$ cat config.mk
export PLATFORM = sky130hd
export DESIGN_NAME = bhp_port
export DESIGN_NICKNAME = d
export VERILOG_FILES = /design/src/hdl/bhp_pkg.sv /design/src/hdl/bhp_hs_if.sv /design/src/hdl/bhp_hs_ready.sv /design/src/hdl/bhp_port.sv
export SDC_FILE = /design/constraint.sdc
export NUM_CORES = 1
export LEC_CHECK = 0
export BUFFER_PORTS_ARGS = -buffer_cell sky130_fd_sc_hd__buf_2
export CORE_AREA = 2 2 105 107
export DETAILED_ROUTE_END_ITERATION = 16
export DIE_AREA = 0 0 107 109
export PLACE_DENSITY = 0.86
export SLEW_MARGIN = 25
export SYNTH_ARGS = -nofsm -noshare
export SYNTH_HDL_FRONTEND = slang
export SYNTH_SLANG_ARGS = --single-unit
$ cat constraint.sdc
create_clock -name sys_clk -period 4.9 [get_ports sys_clk]
set_input_delay 0.49 -clock sys_clk [delete_from_list [all_inputs] [get_ports sys_clk]]
set_output_delay 0.49 -clock sys_clk [all_outputs]
set_load 0.05 [all_outputs]
$ cat src/hdl/bhp_pkg.sv
`default_nettype none

package bhp_pkg;

  // ==========================================================
  // Widths
  // ==========================================================
  localparam int unsigned ADDR_W = 5;
  localparam int unsigned DATA_W = 8;
  localparam int unsigned PORT_W = 16;

  // ==========================================================
  // Register offsets
  // ==========================================================
  localparam logic [4:0] GEN_CTRL_ADDR = 5'h00;
  localparam logic [4:0] SVC_ADDR = 5'h01;
  localparam logic [4:0] HIGH_CTRL_ADDR = 5'h06;
  localparam logic [4:0] LOW_CTRL_ADDR = 5'h07;
  localparam logic [4:0] HIGH_DATA_ADDR = 5'h08;
  localparam logic [4:0] LOW_DATA_ADDR = 5'h09;
  localparam logic [4:0] STATUS_ADDR = 5'h0D;

  // ==========================================================
  // Field positions
  // ==========================================================
  localparam int unsigned OUT_HS_EN_BIT = 4;
  localparam int unsigned IN_HS_EN_BIT = 5;
  localparam int unsigned DMA_ON_INPUT_BIT = 0;
  localparam int unsigned PULSED_BIT = 3;
  localparam int unsigned SVC_EN_BIT = 1;
  localparam int unsigned STAT_CTRL_BIT = 0;
  localparam int unsigned ST_OUT_ACK_BIT = 0;
  localparam int unsigned ST_OUT_READY_BIT = 1;
  localparam int unsigned ST_IN_STROBE_BIT = 2;
  localparam int unsigned ST_IN_READY_BIT = 3;

  // ==========================================================
  // Reset values and timing
  // ==========================================================
  localparam logic [7:0] GEN_CTRL_RST = 8'h00;
  localparam logic [7:0] SVC_RST = 8'h00;
  localparam logic [7:0] HIGH_CTRL_RST = 8'h00;
  localparam logic [7:0] LOW_CTRL_RST = 8'h00;
  localparam logic PIN_PREV_RST = 1'b1;
  localparam int unsigned PULSE_CYCLES = 4;

endpackage

`default_nettype wire

$ cat src/hdl/bhp_hs_if.sv
`timescale 1ns/10ps
`default_nettype none

interface bhp_hs_if;
  logic enable;
  logic pulsed;
  logic avail;
  logic edge_seen;
  logic take;
  logic ready;

  modport engine (
    input enable,
    input pulsed,
    input avail,
    input edge_seen,
    output take,
    output ready
  );

  modport user (
    output enable,
    output pulsed,
    output avail,
    output edge_seen,
    input take,
    input ready
  );
endinterface

`default_nettype wire

$ cat src/hdl/bhp_hs_ready.sv
`timescale 1ns/10ps
`default_nettype none

module bhp_hs_ready #(
  parameter int unsigned PULSE_CYCLES = bhp_pkg::PULSE_CYCLES
) (
  input wire logic sys_clk, // System clock
  input wire logic reset,   // Async reset, active high
  bhp_hs_if.engine hs       // Handshake controls and results
);
  localparam int unsigned CW = $clog2(PULSE_CYCLES + 1);

  logic armed_reg;
  logic armed_next;
  logic [CW-1:0] cnt_reg;
  logic take_w;

  // ==========================================================
  // Arming: an edge is only accepted while armed
  // ==========================================================
  assign take_w = hs.enable & armed_reg & hs.avail & hs.edge_seen;

  always_comb
  begin
    armed_next = armed_reg;
    if (!hs.enable)
      armed_next = 1'b0;
    else if (take_w)
      armed_next = 1'b0;
    else if (hs.avail)
      armed_next = 1'b1;
    else
      armed_next = 1'b0;
  end

  always_ff @(posedge sys_clk or posedge reset)
  begin
    if (reset)
      armed_reg <= 1'b0;
    else
      armed_reg <= armed_next;
  end

  // ==========================================================
  // Pulse length counter
  // ==========================================================
  always_ff @(posedge sys_clk or posedge reset)
  begin
    if (reset)
      cnt_reg <= '0;
    else if (armed_next && !armed_reg)
      cnt_reg <= PULSE_CYCLES[CW-1:0];
    else if (!armed_next)
      cnt_reg <= '0;
    else if (cnt_reg != '0)
      cnt_reg <= cnt_reg - 1'b1;
  end

  // Pulsed form stays armed after the pulse, so late edges still count
  assign hs.ready = hs.enable & armed_reg & (!hs.pulsed | (cnt_reg != '0));
  assign hs.take = take_w;
endmodule

`default_nettype wire

$ cat src/hdl/bhp_port.sv
`timescale 1ns/10ps
`default_nettype none

// Behaviour
// [RULE_01] Two bytes form one 16-bit double-buffered path
// [RULE_02] Handshake pairs work only while enabled
// [RULE_03] Direction comes only from acknowledge input
// [RULE_04] Drivers on while acknowledge negated
// [RULE_05] Acknowledge acts on asserted edge only
// [RULE_06] Strobe edge captures pins; reads give final
// [RULE_07] Strobe flag set while unread data held
// [RULE_08] Input ready when room, dropped after strobe
// [RULE_09] Strobes while input not ready ignored; the pulsed form still takes them after the pulse ends
// [RULE_10] Pulsed input ready lasts four cycles max
// [RULE_11] Input ready flag always reads zero
// [RULE_12] Input ready negated while input disabled
// [RULE_13] Acknowledge takes word; next word advances
// [RULE_14] Acknowledge flag: room available or empty
// [RULE_15] Output ready while data, dropped after acknowledge
// [RULE_16] Acknowledges while output not ready ignored; the pulsed form still takes them after the pulse ends
// [RULE_17] Pulsed output ready lasts four cycles max
// [RULE_18] Output ready flag zero; disabled means negated
// [RULE_19] Only low data access advances handshakes
// [RULE_20] Master accesses high byte before low
// [RULE_21] Request follows input or output, not both
// [RULE_22] High write held until low write
// [RULE_23] Control bit 3 picks pulsed form
// [RULE_24] Status control zero: flag while room
// [RULE_25] Service enable gates the request
// [RULE_26] Low data read pops final input latch
module bhp_port (
  input wire logic sys_clk,          // System clock, 100 MHz
  input wire logic reset,            // Async reset, active high
  input wire logic [4:0] reg_addr,   // Register address
  input wire logic [7:0] reg_wdata,  // Register write data
  input wire logic reg_write,        // Write strobe
  input wire logic reg_read,         // Read strobe
  output logic [7:0] reg_rdata,      // Read data, cycle after strobe
  input wire logic [15:0] port_in,   // Port pins, input side
  output logic [15:0] port_out,      // Port pins, output side
  output logic [15:0] port_oe,       // Port pin drive enables
  input wire logic out_ack_in,       // Output acknowledge from peripheral
  output logic out_ready_out,        // Output data ready
  input wire logic in_strobe_in,     // Input strobe from peripheral
  output logic in_ready_out,         // Input latches ready
  output logic dma_request_out       // DMA service request
);

  // ==========================================================
  // Register file
  // ==========================================================
  logic [7:0] gen_ctrl_reg;
  logic [7:0] svc_reg;
  logic [7:0] high_port_control_reg;
  logic [7:0] low_port_control_reg;
  logic [7:0] rdata_reg;
  logic [7:0] rdata_next;
  logic [7:0] status_w;
  logic wr_high;
  logic wr_low;
  logic rd_low;

  assign wr_high = reg_write && (reg_addr == bhp_pkg::HIGH_DATA_ADDR);
  assign wr_low = reg_write && (reg_addr == bhp_pkg::LOW_DATA_ADDR);
  assign rd_low = reg_read && (reg_addr == bhp_pkg::LOW_DATA_ADDR);

  always_ff @(posedge sys_clk or posedge reset)
  begin
    if (reset)
    begin
      gen_ctrl_reg <= bhp_pkg::GEN_CTRL_RST;
      svc_reg <= bhp_pkg::SVC_RST;
      high_port_control_reg <= bhp_pkg::HIGH_CTRL_RST;
      low_port_control_reg <= bhp_pkg::LOW_CTRL_RST;
    end
    else if (reg_write)
    begin
      if (reg_addr == bhp_pkg::GEN_CTRL_ADDR)
        gen_ctrl_reg <= reg_wdata;
      else if (reg_addr == bhp_pkg::SVC_ADDR)
        svc_reg <= reg_wdata;
      else if (reg_addr == bhp_pkg::HIGH_CTRL_ADDR)
        high_port_control_reg <= reg_wdata;
      else if (reg_addr == bhp_pkg::LOW_CTRL_ADDR)
        low_port_control_reg <= reg_wdata;
    end
  end

  // ==========================================================
  // Pin edge detection
  // ==========================================================
  logic ack_prev_reg;
  logic strobe_prev_reg;
  logic ack_edge;
  logic strobe_edge;

  // Reset high so a pin already asserted at release is no edge
  always_ff @(posedge sys_clk or posedge reset)
  begin
    if (reset)
    begin
      ack_prev_reg <= bhp_pkg::PIN_PREV_RST;
      strobe_prev_reg <= bhp_pkg::PIN_PREV_RST;
    end
    else
    begin
      ack_prev_reg <= out_ack_in;
      strobe_prev_reg <= in_strobe_in;
    end
  end

  assign ack_edge = out_ack_in & ~ack_prev_reg; // [RULE_05]
  assign strobe_edge = in_strobe_in & ~strobe_prev_reg;

  // ==========================================================
  // Handshake engines
  // ==========================================================
  bhp_hs_if in_hs ();
  bhp_hs_if out_hs ();

  logic fin_in_v_reg;
  logic init_in_v_reg;
  logic fin_out_v_reg;
  logic init_out_v_reg;

  assign in_hs.enable = gen_ctrl_reg[bhp_pkg::IN_HS_EN_BIT]; // [RULE_02] [RULE_12]
  assign in_hs.pulsed = low_port_control_reg[bhp_pkg::PULSED_BIT]; // [RULE_23] [RULE_10]
  assign in_hs.avail = ~(fin_in_v_reg & init_in_v_reg); // [RULE_08]
  assign in_hs.edge_seen = strobe_edge; // [RULE_09]

  assign out_hs.enable = gen_ctrl_reg[bhp_pkg::OUT_HS_EN_BIT]; // [RULE_02] [RULE_18]
  assign out_hs.pulsed = high_port_control_reg[bhp_pkg::PULSED_BIT]; // [RULE_23] [RULE_17]
  assign out_hs.avail = fin_out_v_reg; // [RULE_15]
  assign out_hs.edge_seen = ack_edge; // [RULE_16]

  bhp_hs_ready #(
    .PULSE_CYCLES(bhp_pkg::PULSE_CYCLES)
  ) u_in_hs (
    .sys_clk(sys_clk),
    .reset(reset),
    .hs(in_hs)
  );

  bhp_hs_ready #(
    .PULSE_CYCLES(bhp_pkg::PULSE_CYCLES)
  ) u_out_hs (
    .sys_clk(sys_clk),
    .reset(reset),
    .hs(out_hs)
  );

  assign in_ready_out = in_hs.ready;
  assign out_ready_out = out_hs.ready;

  // ==========================================================
  // Input double buffer
  // ==========================================================
  logic [15:0] fin_in_reg;
  logic [15:0] init_in_reg;
  logic pop_in;

  assign pop_in = rd_low & fin_in_v_reg; // [RULE_19] [RULE_26]

  always_ff @(posedge sys_clk or posedge reset)
  begin
    if (reset)
    begin
      fin_in_reg <= 16'h0000;
      init_in_reg <= 16'h0000;
      fin_in_v_reg <= 1'b0;
      init_in_v_reg <= 1'b0;
    end
    else if (pop_in && in_hs.take)
    begin
      if (init_in_v_reg)
      begin
        fin_in_reg <= init_in_reg;
        init_in_reg <= port_in;
      end
      else
        fin_in_reg <= port_in; // [RULE_06]
    end
    else if (pop_in)
    begin
      if (init_in_v_reg)
      begin
        fin_in_reg <= init_in_reg; // [RULE_26]
        init_in_v_reg <= 1'b0;
      end
      else
        fin_in_v_reg <= 1'b0;
    end
    else if (in_hs.take)
    begin
      if (!fin_in_v_reg)
      begin
        fin_in_reg <= port_in; // [RULE_06] [RULE_01]
        fin_in_v_reg <= 1'b1;
      end
      else
      begin
        init_in_reg <= port_in; // [RULE_06]
        init_in_v_reg <= 1'b1;
      end
    end
  end

  // ==========================================================
  // Output double buffer
  // ==========================================================
  logic [7:0] temp_high_reg;
  logic [15:0] fin_out_reg;
  logic [15:0] init_out_reg;
  logic [15:0] word_w;
  logic push_out;

  // Master must write the high byte first; the low write completes the word
  always_ff @(posedge sys_clk or posedge reset)
  begin
    if (reset)
      temp_high_reg <= 8'h00;
    else if (wr_high)
      temp_high_reg <= reg_wdata; // [RULE_22] [RULE_20]
  end

  assign word_w = {temp_high_reg, reg_wdata}; // [RULE_22]
  // Write into a full path is dropped, nothing to stall the master with
  assign push_out = wr_low & ~(fin_out_v_reg & init_out_v_reg); // [RULE_19]

  always_ff @(posedge sys_clk or posedge reset)
  begin
    if (reset)
    begin
      fin_out_reg <= 16'h0000;
      init_out_reg <= 16'h0000;
      fin_out_v_reg <= 1'b0;
      init_out_v_reg <= 1'b0;
    end
    else if (push_out && out_hs.take)
    begin
      if (init_out_v_reg)
      begin
        fin_out_reg <= init_out_reg;
        init_out_reg <= word_w;
      end
      else
        fin_out_reg <= word_w;
    end
    else if (out_hs.take)
    begin
      if (init_out_v_reg)
      begin
        fin_out_reg <= init_out_reg; // [RULE_13]
        init_out_v_reg <= 1'b0;
      end
      else
        fin_out_v_reg <= 1'b0;
    end
    else if (push_out)
    begin
      if (!fin_out_v_reg)
      begin
        fin_out_reg <= word_w; // [RULE_13] [RULE_01]
        fin_out_v_reg <= 1'b1;
      end
      else
      begin
        init_out_reg <= word_w;
        init_out_v_reg <= 1'b1;
      end
    end
  end

  // Submode and direction fields do not exist here; acknowledge level alone decides
  assign port_out = fin_out_reg;
  assign port_oe = {16{~out_ack_in}}; // [RULE_03] [RULE_04]

  // ==========================================================
  // Status, request and read data
  // ==========================================================
  logic out_ack_status;
  logic in_strobe_status;
  logic dma_reg;

  always_comb
  begin
    if (high_port_control_reg[bhp_pkg::STAT_CTRL_BIT])
      out_ack_status = ~fin_out_v_reg & ~init_out_v_reg; // [RULE_14]
    else
      out_ack_status = ~(fin_out_v_reg & init_out_v_reg); // [RULE_24]
  end

  assign in_strobe_status = fin_in_v_reg | init_in_v_reg; // [RULE_07]

  always_comb
  begin
    status_w = 8'h00;
    status_w[bhp_pkg::ST_OUT_ACK_BIT] = out_ack_status;
    status_w[bhp_pkg::ST_OUT_READY_BIT] = 1'b0; // [RULE_18]
    status_w[bhp_pkg::ST_IN_STROBE_BIT] = in_strobe_status;
    status_w[bhp_pkg::ST_IN_READY_BIT] = 1'b0; // [RULE_11]
  end

  always_ff @(posedge sys_clk or posedge reset)
  begin
    if (reset)
      dma_reg <= 1'b0;
    else if (svc_reg[bhp_pkg::DMA_ON_INPUT_BIT])
      dma_reg <= in_strobe_status & low_port_control_reg[bhp_pkg::SVC_EN_BIT]; // [RULE_21] [RULE_25]
    else
      dma_reg <= out_ack_status & high_port_control_reg[bhp_pkg::SVC_EN_BIT]; // [RULE_21]
  end

  assign dma_request_out = dma_reg;

  always_comb
  begin
    rdata_next = 8'h00;
    if (reg_addr == bhp_pkg::GEN_CTRL_ADDR)
      rdata_next = gen_ctrl_reg;
    else if (reg_addr == bhp_pkg::SVC_ADDR)
      rdata_next = svc_reg;
    else if (reg_addr == bhp_pkg::HIGH_CTRL_ADDR)
      rdata_next = high_port_control_reg;
    else if (reg_addr == bhp_pkg::LOW_CTRL_ADDR)
      rdata_next = low_port_control_reg;
    else if (reg_addr == bhp_pkg::HIGH_DATA_ADDR)
      rdata_next = fin_in_reg[15:8];
    else if (reg_addr == bhp_pkg::LOW_DATA_ADDR)
      rdata_next = fin_in_reg[7:0]; // [RULE_06]
    else if (reg_addr == bhp_pkg::STATUS_ADDR)
      rdata_next = status_w;
  end

  always_ff @(posedge sys_clk or posedge reset)
  begin
    if (reset)
      rdata_reg <= 8'h00;
    else if (reg_read)
      rdata_reg <= rdata_next;
    else
      rdata_reg <= 8'h00;
  end

  assign reg_rdata = rdata_reg;

  // ==========================================================
  // Assertions
  // ==========================================================
  a_drivers_follow_ack: assert property (@(posedge sys_clk) disable iff (reset) // [RULE_04]
    port_oe == {16{~out_ack_in}})
    else $error("drivers do not follow acknowledge level");

  a_in_ready_disabled: assert property (@(posedge sys_clk) disable iff (reset) // [RULE_12]
    !gen_ctrl_reg[bhp_pkg::IN_HS_EN_BIT] |-> !in_ready_out)
    else $error("input ready high while disabled");

  a_out_ready_disabled: assert property (@(posedge sys_clk) disable iff (reset) // [RULE_18]
    !gen_ctrl_reg[bhp_pkg::OUT_HS_EN_BIT] |-> !out_ready_out)
    else $error("output ready high while disabled");

  a_in_pulse_max: assert property (@(posedge sys_clk) disable iff (reset) // [RULE_10]
    (in_hs.pulsed && in_ready_out)[*4] |=> !in_ready_out)
    else $error("input ready pulse longer than four cycles");

  a_out_pulse_max: assert property (@(posedge sys_clk) disable iff (reset) // [RULE_17]
    (out_hs.pulsed && out_ready_out)[*4] |=> !out_ready_out)
    else $error("output ready pulse longer than four cycles");

  a_take_drops_ready: assert property (@(posedge sys_clk) disable iff (reset) // [RULE_08]
    in_hs.take |=> !in_ready_out)
    else $error("input ready not dropped after strobe");

  a_strobe_ignored: assert property (@(posedge sys_clk) disable iff (reset) // [RULE_09]
    (strobe_edge && !in_ready_out && !in_hs.pulsed && !pop_in) |=> $stable({fin_in_v_reg, init_in_v_reg}))
    else $error("strobe taken while not ready");

  a_status_ready_zero: assert property (@(posedge sys_clk) disable iff (reset) // [RULE_11]
    (reg_read && reg_addr == bhp_pkg::STATUS_ADDR) |=> (reg_rdata[3] == 1'b0 && reg_rdata[1] == 1'b0))
    else $error("ready status bits not zero");

  a_pop_final: assert property (@(posedge sys_clk) disable iff (reset) // [RULE_26]
    (pop_in && !init_in_v_reg && !in_hs.take) |=> (!fin_in_v_reg && !in_strobe_status))
    else $error("low read did not empty final input latch");

  a_high_write_inert: assert property (@(posedge sys_clk) disable iff (reset) // [RULE_19]
    (wr_high && !out_hs.take) |=> $stable({fin_out_v_reg, init_out_v_reg}))
    else $error("high write moved the output path");

  a_word_pairing: assert property (@(posedge sys_clk) disable iff (reset) // [RULE_22]
    (wr_low && !fin_out_v_reg) |=> (port_out == {$past(temp_high_reg), $past(reg_wdata)}))
    else $error("output word not paired from high and low writes");

endmodule

`default_nettype wire

==> results.json, run 1 <==
{
  "status": "finished clean",
  "max-slew-margin-rel": 0.457,
  "vdd_ir_drop_max_mv": 0.362,
  "ys_warn_count": 0,
  "powerDensity_mw_per_mm2": 500,
  "seq_power_share": 0.415,
  "clock_latency_ns": 0.52,
  "synth_fp_nets": 552,
  "stdcell_count": 729,
  "synth_ff_type": "dfrtp_1",
  "r2r_start": "gen_ctrl_reg[5]",
  "final_hold_viol_count": 0,
  "drive_above_1_share": 0.334,
  "cp_slowest_cell": "nor4_4",
  "antenna_found_initial": 0,
  "setup_viol": 0,
  "dieArea_mm2": 0.0117,
  "syn_inst": 513,
  "postCtsHoldBufs": 0,
  "core-area_mm2": 0.0106,
  "rsz0062_at_grt": "false",
  "worstHoldPathCells": 1,
  "cap_violations": 0,
  "dieHeight_um": 109,
  "ys_ff_latch": 127,
  "drtAntennaViolNets": 0,
  "finClkSkew_ns": 0.0103,
  "num_io_pins": 78,
  "timing.fmax_ghz": 0.390,
  "start_kind": "flop",
  "worstPathRequired_ns": 5.30,
  "routedWlPerCell_um": 18.5,
  "die_w_um": 107,
  "hold_path_class": "in2reg",
  "reg2regPathDepth": 4,
  "setup_ws_ns": 2.33,
  "cts_max_level": 4,
  "n_antenna_cell": 0,
  "cp_max_fo": 18,
  "synth_common_cells": "dfrtp_1 (125), mux2_2 (61), nand2_1 (61), o21ai_0 (28), a21o_1 (21)",
  "area_growth_pct": 16.8,
  "synth_edf_count": 0,
  "avgViaCountPerCell": 6.00,
  "postCtsSetupBuffers": 0,
  "port_buffers": 77,
  "tightest_slew_ns": 0.813,
  "path_cells": "nand4b_1 -> nor4_4 -> buf_4 -> mux2_4",
  "num_rows": 38,
  "place_hpwl_um": 9150,
  "drc": 0,
  "drt_first_iter_violations": 284,
  "final-max-slew-violation-count": 0,
  "grt_max_degree": 82,
  "cts_buffer_depth": 2,
  "cp.buffers_inverters": 1,
  "power.internal_mw": 2.38,
  "hp-start": "in_strobe_in",
  "postCtsResizedCells": 0,
  "ys_seq_area_frac": 0.535,
  "worstReg2RegEnd": "init_in_reg[4]",
  "crit_path_end_kind": "flop",
  "p_sw_mw": 1.09,
  "first_pass_iters": 5,
  "root_buffer": "clkbuf_8",
  "grt_pass1_vias": 4482,
  "yosysMostFrequentCell": "dfrtp_1",
  "yosysTopAreaCellShare": 0.526,
  "clkPwrFrac": 0.384,
  "vias": 4375,
  "cts.sinks": 127,
  "overflow": 0,
  "netlist_area_mm2": 0.00595,
  "fin_nets": 615,
  "min_to": "strobe_prev_reg",
  "cpPeakStageDelay_ns": 0.69,
  "synth.area.top_cells": "dfrtp_1 (53%), mux2_2 (12%), nand2_1 (3.9%)",
  "pwr-share-comb": 0.201,
  "power.share.switching": 0.314,
  "period_needed_ns": 2.57,
  "crit_family": "simple AND/OR/NAND/NOR gates",
  "gr-usage-all-layers": 0.248,
  "ys_types": 49,
  "routed_wl_um": 13500,
  "dp_cells": 697,
  "leakage_nw": 3.33,
  "synth_area_per_cell_um2": 11.6,
  "grt_first_pass_wirelength_um": 22400,
  "reg2reg_slack_ns": 2.33,
  "synth.largest_area_cell": "dfrtp_1",
  "min_period_over_period": 0.524,
  "path_class": "reg2reg",
  "post-place-ws_ns": 2.21,
  "clk_pin_slew_ns": 0.06,
  "place_congestion": 0.955,
  "start_util": 0.561,
  "final.setup.tns_ns": 0,
  "async_flop_share": 1.00,
  "cts_tree": "built",
  "cp.arrival_ns": 2.97,
  "cts-buffers-inserted": 17
}
==> layer usage <==
| metal | GRT usage | share of wire | vias to the layer above |
|---|---|---|---|
| met5 | 0 | 0 | - |
| met1 | 0.309 | 0.42 | 2179 |
| met3 | 0.0472 | 0.053 | 31 |
| li1 | - | - | 1979 |
| met4 | 0.0788 | 0.017 | 0 |
| met2 | 0.439 | 0.51 | 186 |
==> cell type report <==
class | count | area (um2)
Clock inverter | 14 | 204
Sequential cell | 127 | 3180
Fill cell | 731 | 3650
Inverter | 17 | 71.3
Multi-Input combinational cell | 331 | 2470
Timing Repair Buffer | 82 | 423
Tap cell | 140 | 175
Clock buffer | 18 | 428
==> cells in the final DEF, fill, tap and decap left out, types with 3 or more instances in the layout <==
master	n
dfrtp_1	125
inv_1	15
nor3b_1	3
or3b_1	14
o31ai_1	4
inv_6	5
nor3_1	5
buf_4	5
a22o_1	17
a32oi_1	16
o211ai_1	4
bufinv_16	4
a21o_1	21
ha_1	4
mux2_4	10
nand2_1	61
o21ai_0	28
nor2_1	15
nor4_1	3
nand3_1	4
clkbuf_16	16
o22ai_1	6
mux2_2	61
a21boi_0	6
a21oi_1	11
o21ai_1	9
and3_1	3
buf_2	77
==> stage by stage <==
| step | area (um2) | utilization | total power, mW | hold slack [ns] |
|---|---|---|---|---|
| 2_1_floorplan | 5950 | - | 1.96 | 0.445 |
| 3_3_place_gp | 6300 | 0.595 | 2.09 | 0.453 |
| 3_5_place_dp | 6310 | 0.595 | 2.15 | 0.465 |
| 4_1_cts | 6950 | 0.655 | 3.49 | 0.0704 |
| 5_1_grt | 6950 | 0.655 | 3.62 | 0.0759 |
| 6_report | 6950 | 0.655 | 3.48 | 0.0886 |
==> kinds of logic (layout without fill, tap and decap cells) <==
logic type      Yosys count  count (layout)  synth area share
buf+inv                  55             131            0.0509
compound gates          128             128             0.149
fa+ha+maj                 5               5            0.0101
simple gates            124             124             0.110
mux                      72              72             0.142
flops                   127             127             0.535
xor+xnor                  2               2           0.00295
==> how the worst max path moves through the flow <==
stage / cells after the start / end / from / slack [ns]
3_3_place_gp: 4 / init_in_reg[15] / in_strobe_in / 2.13
2_1_floorplan: 1 / dma_request_out / reset / 1.03
3_5_place_dp: 7 / init_in_reg[4] / reg_addr[3] / 2.21
5_1_grt: 4 / init_in_reg[4] / gen_ctrl_reg[5] / 2.19
6_report: 4 / init_in_reg[4] / gen_ctrl_reg[5] / 2.33
4_1_cts: 4 / init_in_reg[4] / gen_ctrl_reg[5] / 2.36
==> worst reg2reg max path, delay by kind of cell (launching register included) <==
family	cells	cell delay (ns)
buffers and inverters	1	0.32
DFF	1	0.44
and+or+nand+nor	2	1.36
muxes	1	0.32
==> power groups by stage <==
| stage | Sequential [mW] | Clock [mW] | Combinational (mW) |
|---|---|---|---|
| final | 1.44 | 1.33 | 0.698 |
| after global routing | 1.47 | 1.40 | 0.757 |
| after CTS | 1.44 | 1.35 | 0.698 |
| after detailed placement | 1.45 | 0 | 0.692 |
| after global placement | 1.44 | 0 | 0.655 |
| after floorplan | 1.51 | 0 | 0.449 |
No activity file was read; power rests on OpenSTA's default activity.
==> run 2, diff against run 1 <==
- clock period: 4.9 -> 2.65 ns (I/O delays scaled with it)
==> run 2 against run 1 <==
Power up 80%. Die area unchanged. Critical path depth up 1. Via count up 2.1%. Combinational power up 96%. Clock power up 69%. Sequential power up 83%. Cell area up 3.2%. Register-to-register slack worse by 1.7 ns. Worst hold slack worse by 0.057 ns. Largest power group unchanged.
==> results.json, run 2 (synthesis gave the netlist of run 1 again) <==
{
  "grt_first_pass_wirelength_um": 22400,
  "crit_path_end_kind": "primary output",
  "start_kind": "flop",
  "min_to": "init_in_reg[6]",
  "power.share.switching": 0.323,
  "cp.buffers_inverters": 2,
  "pwr-share-comb": 0.219,
  "antenna_found_initial": 0,
  "routed_wl_um": 13700,
  "cp_slowest_cell": "dfrtp_1",
  "power.total_mw": 6.26,
  "max-slew-margin-rel": 0.433,
  "multi_input_area_mm2": 0.00246,
  "cts_tree": "built",
  "crit_family": "adder cells",
  "r2r_start": "init_in_v_reg",
  "cp.arrival_ns": 1.83,
  "status": "finished clean",
  "setup_viol": 0,
  "crit_top_cell": "ha_1",
  "core-area_mm2": 0.0106,
  "cts.sinks": 127,
  "final_cell_mix": "dfrtp_1 (125), buf_2 (77), nand2_1 (61), mux2_2 (61), o21ai_0 (28)",
  "worstHoldPathCells": 2,
  "period_needed_ns": 2.09,
  "place_hpwl_um": 9310,
  "cts_max_level": 4,
  "worstSetupPathDepth": 5,
  "finClkSkew_ns": 0.0107,
  "start_util": 0.561,
  "timing.fmax_ghz": 0.478,
  "vias": 4466,
  "postCtsSetupBuffers": 0,
  "clock_latency_ns": 0.52,
  "cap_violations": 0,
  "num_io_pins": 78,
  "root_buffer": "clkbuf_8",
  "p_sw_mw": 2.03,
  "powerDensity_mw_per_mm2": 874,
  "clk_pin_slew_ns": 0.06,
  "final_common_cell": "dfrtp_1",
  "fillers": 752,
  "path_cells": "inv_1 -> ha_1 -> ha_1 -> a21oi_1 -> buf_2",
  "cts-buffers-inserted": 17,
  "worstReg2RegEnd": "init_in_reg[15]",
  "startpoint": "u_in_hs.cnt_reg[0]",
  "reg2regPathDepth": 3,
  "drc": 0,
  "dieArea_mm2": 0.0117,
  "drtAntennaViolNets": 0,
  "fin_nets": 645,
  "final_hold_viol_count": 0,
  "min_period_over_period": 0.789,
  "worstPathRequired_ns": 2.38,
  "hp-start": "port_in[6]",
  "place_congestion": 0.920,
  "cts_buffer_depth": 2,
  "postCtsHoldBufs": 18,
  "final-max-slew-violation-count": 0,
  "final.setup.tns_ns": 0,
  "avgViaCountPerCell": 5.88,
  "stdcell_count": 759,
  "reg2reg_slack_ns": 0.64,
  "overflow": 0,
  "postCtsResizedCells": 0,
  "hold_path_class": "in2reg",
  "cp_max_fo": 5,
  "drive_above_1_share": 0.334,
  "first_pass_iters": 5,
  "rsz0062_at_grt": "false",
  "gr-usage-all-layers": 0.250,
  "port_buffers": 77,
  "tightest_slew_ns": 0.849,
  "clkPwrFrac": 0.359,
  "dieHeight_um": 109,
  "path_class": "reg2out",
  "vdd_ir_drop_max_mv": 0.565,
  "regArea_mm2": 0.00318,
  "leakage_nw": 3.43,
  "grt_pass1_vias": 4536,
  "num_rows": 38,
  "seq_power_share": 0.421,
  "routedWlPerCell_um": 18.1,
  "drt_first_iter_violations": 273,
  "dp_cells": 708,
  "grt_max_degree": 44,
  "die_w_um": 107,
  "area_growth_pct": 20.6,
  "power.internal_mw": 4.24,
  "holdWs_ns": 0.0313,
  "cpPeakStageDelay_ns": 0.36,
  "n_antenna_cell": 0
}
==> run 2: cell types whose count changed in the layout (fill, tap and decap cells not counted), sizes merged <==
cell	change
dlygate4sd3	+18
clkinv	+1
inv	-1
buf	+12
clkinvlp	+2
bufinv	-2
==> run 2: stage by stage <==
step | util | cell area (um2) | setup slack (ns)
floorplan | - | 5950 | 0.500
global placement | 0.604 | 6410 | 0.185
detailed placement | 0.604 | 6410 | 0.0263
CTS | 0.675 | 7160 | 0.401
global route | 0.676 | 7170 | 0.444
finish | 0.676 | 7170 | 0.559
==> run 2: routing by layer <==
| metal | wire length [um] | share of wire | vias up | track usage |
|---|---|---|---|---|
| met5 | 0 | 0 | - | 0 |
| met4 | 272 | 0.020 | 0 | 0.104 |
| met3 | 623 | 0.045 | 35 | 0.0484 |
| met2 | 7170 | 0.52 | 161 | 0.446 |
| met1 | 5650 | 0.41 | 2227 | 0.297 |
| li1 | - | - | 2043 | - |
==> run 2: area by class of cell <==
class                      count  area share
clock buffer                  18      0.0583
clock inverter                14      0.0218
inverter                      17     0.00977
multi-input combinational    331       0.344
sequential                   127       0.444
tap                          140      0.0244
timing repair buffer         112      0.0984
==> run 2: power groups by stage <==
stage               sequential (mW)  clock (mW)  combinational [mW]
global route                   2.68        2.36                1.49
floorplan                      2.80           0               0.831
finish                         2.64        2.25                1.37
CTS                            2.63        2.27                1.38
detailed placement             2.66           0                1.34
global placement               2.62           0                1.28
==> run 2: how the worst max path moves through the flow <==
| stage | end | slack, ns |
|---|---|---|
| 3_5_place_dp | init_in_reg[10] | 0.03 |
| 3_3_place_gp | init_in_reg[15] | 0.18 |
| 5_1_grt | in_ready_out | 0.44 |
| 4_1_cts | init_in_reg[10] | 0.40 |
| 6_report | in_ready_out | 0.56 |
| 2_1_floorplan | fin_in_reg[15] | 0.50 |
==> run 3, diff against run 2 <==
- clock period: 2.65 -> 2.2 ns (I/O delays scaled with it)
==> run 3 against run 2 <==
Power grew 26%. Global-route usage grew 2.0 points. Cell count grew 1.2%. Register-to-register slack lost 0.37 ns. Clock power grew 35%. Combinational power grew 27%. Critical path type unchanged. Critical endpoint unchanged. Largest cell class unchanged.
==> results.json, run 3 (synthesis gave the netlist of run 1 again) <==
{
  "tightest_slew_ns": 0.710,
  "cts-buffers-inserted": 17,
  "start_kind": "flop",
  "n_antenna_cell": 0,
  "cp_max_fo": 5,
  "status": "finished clean",
  "vdd_ir_drop_max_mv": 0.800,
  "cts_tree": "built",
  "gr-usage-all-layers": 0.270,
  "start_util": 0.561,
  "crit_path_end_kind": "primary output",
  "setup_ws_ns": 0.122,
  "cp.arrival_ns": 1.86,
  "rsz0062_at_grt": "false",
  "p_sw_mw": 2.47,
  "final_hold_viol_count": 0,
  "fin_nets": 655,
  "holdWs_ns": 0.0191,
  "final-max-slew-violation-count": 0,
  "antenna_found_initial": 0,
  "cts_buffer_depth": 2,
  "final_common_cell": "dfrtp_1",
  "period_needed_ns": 2.08,
  "cts.sinks": 127,
  "setup_viol": 0,
  "vias": 4552,
  "drc": 0,
  "drtAntennaViolNets": 0,
  "port_buffers": 77,
  "drive_above_1_share": 0.344,
  "avgViaCountPerCell": 5.93,
  "grt_first_pass_wirelength_um": 24100,
  "dieHeight_um": 109,
  "routedWlPerCell_um": 18.9,
  "timing.fmax_ghz": 0.481,
  "cts_max_level": 4,
  "cap_violations": 0,
  "max-slew-margin-rel": 0.522,
  "seq_power_share": 0.397,
  "dieArea_mm2": 0.0117,
  "die_w_um": 107,
  "min_period_over_period": 0.945,
  "first_pass_iters": 6,
  "drt_first_iter_violations": 326,
  "regArea_mm2": 0.00318,
  "overflow": 0,
  "power.share.switching": 0.312,
  "core-area_mm2": 0.0106,
  "post-place-ws_ns": 0.0267,
  "clk_pin_slew_ns": 0.06,
  "root_buffer": "clkbuf_8",
  "pwr-share-comb": 0.220,
  "powerDensity_mw_per_mm2": 1080,
  "finClkSkew_ns": 0.00865,
  "routed_wl_um": 14500,
  "leakage_nw": 3.52,
  "place_congestion": 0.900,
  "grt_max_degree": 59,
  "worstPathRequired_ns": 1.98,
  "path_class": "reg2out",
  "area_growth_pct": 23.0,
  "place_hpwl_um": 9560,
  "clkPwrFrac": 0.383,
  "num_io_pins": 78,
  "power.internal_mw": 5.45,
  "clock_latency_ns": 0.53,
  "grt_pass1_vias": 4845,
  "fillers": 707,
  "num_rows": 38,
  "multi_input_area_mm2": 0.00246,
  "final_cell_mix": "dfrtp_1 (125), buf_2 (77), nand2_1 (61), mux2_2 (61), o21ai_0 (28)",
  "hold_path_class": "in2reg"
}
[run 3: cell types whose count changed in the layout (fill, tap and decap cells not counted)]
| cell | previous run | this run |
|---|---|---|
| clkbuf_1 | 1 | 0 |
| buf_4 | 16 | 24 |
| clkinvlp_4 | 4 | 1 |
| dlygate4sd3_1 | 18 | 19 |
| clkinv_4 | 2 | 3 |
| inv_6 | 4 | 2 |
| buf_12 | 1 | 2 |
| bufinv_16 | 2 | 5 |
| inv_8 | 1 | 0 |
| clkinv_2 | 2 | 4 |
[run 3: cell type report]
| type | instances | share of cell area |
|---|---|---|
| clock buffers | 17 | 0.0566 |
| clock inverters | 14 | 0.0293 |
| inverters | 17 | 0.00958 |
| multi-input cells | 331 | 0.337 |
| flip-flops and latches | 127 | 0.435 |
| well taps | 140 | 0.0240 |
| repair buffers | 122 | 0.109 |
[run 3: power by group through the flow]
stage / Combinational [mW] / Sequential [mW] / Clock, mW
after floorplan: 1.00 / 3.37 / 0
after global placement: 1.61 / 3.12 / 0
after detailed placement: 1.69 / 3.16 / 0
after CTS: 1.75 / 3.14 / 3.04
after global routing: 1.89 / 3.20 / 3.14
final: 1.74 / 3.14 / 3.03
[run 3: final timing paths]
path	start	end	slack, ns	cells after the start
setup / recovery	u_in_hs.cnt_reg[0]	in_ready_out	0.12	5
hold / removal	reg_wdata[2]	low_port_control_reg[2]	0.02	3
setup reg to reg	ack_prev_reg	init_out_reg[4]	0.27	5
hold reg to reg	port_out[3]	port_out[3]	0.47	1
max in group asynchronous	reset	ack_prev_reg	1.34	4
min in group asynchronous	reset	port_out[9]	0.22	3
[run 3: repair_timing]
| action | CTS | global route |
|---|---|---|
| endpoints found under the hold margin | 41 | 0 |
| resized for setup | 0 | 0 |
| hold buffers | 19 | 0 |
| setup buffers | 0 | 0 |
[run 3: metal layers]
layer,global-route usage,wire (um),up-vias,share of wire
met5,0,0,-,0
met4,0.0974,294,0,0.020
met3,0.0610,724,40,0.050
met2,0.501,7750,200,0.53
met1,0.305,5780,2256,0.40
li1,-,-,2056,-
[run 3: metrics by stage]
stage                     cell area (um2)  total power, mW  std cells   util  TNS (ns)
after detailed placement             6490             4.85        718  0.613         0
final                                7310             7.91        768  0.690         0
after global routing                 7310             8.23        768  0.690         0
after global placement               6490             4.73        717  0.612    -0.244
after floorplan                      5950             4.37        513      -         0
after CTS                            7310             7.92        768  0.690         0
[run 3: critical path, cell delays in order (launching register included)]
cell     delay (ns)
dfrtp_1        0.37
inv_1          0.05
ha_1           0.20
ha_1           0.26
a21oi_1        0.18
buf_2          0.28
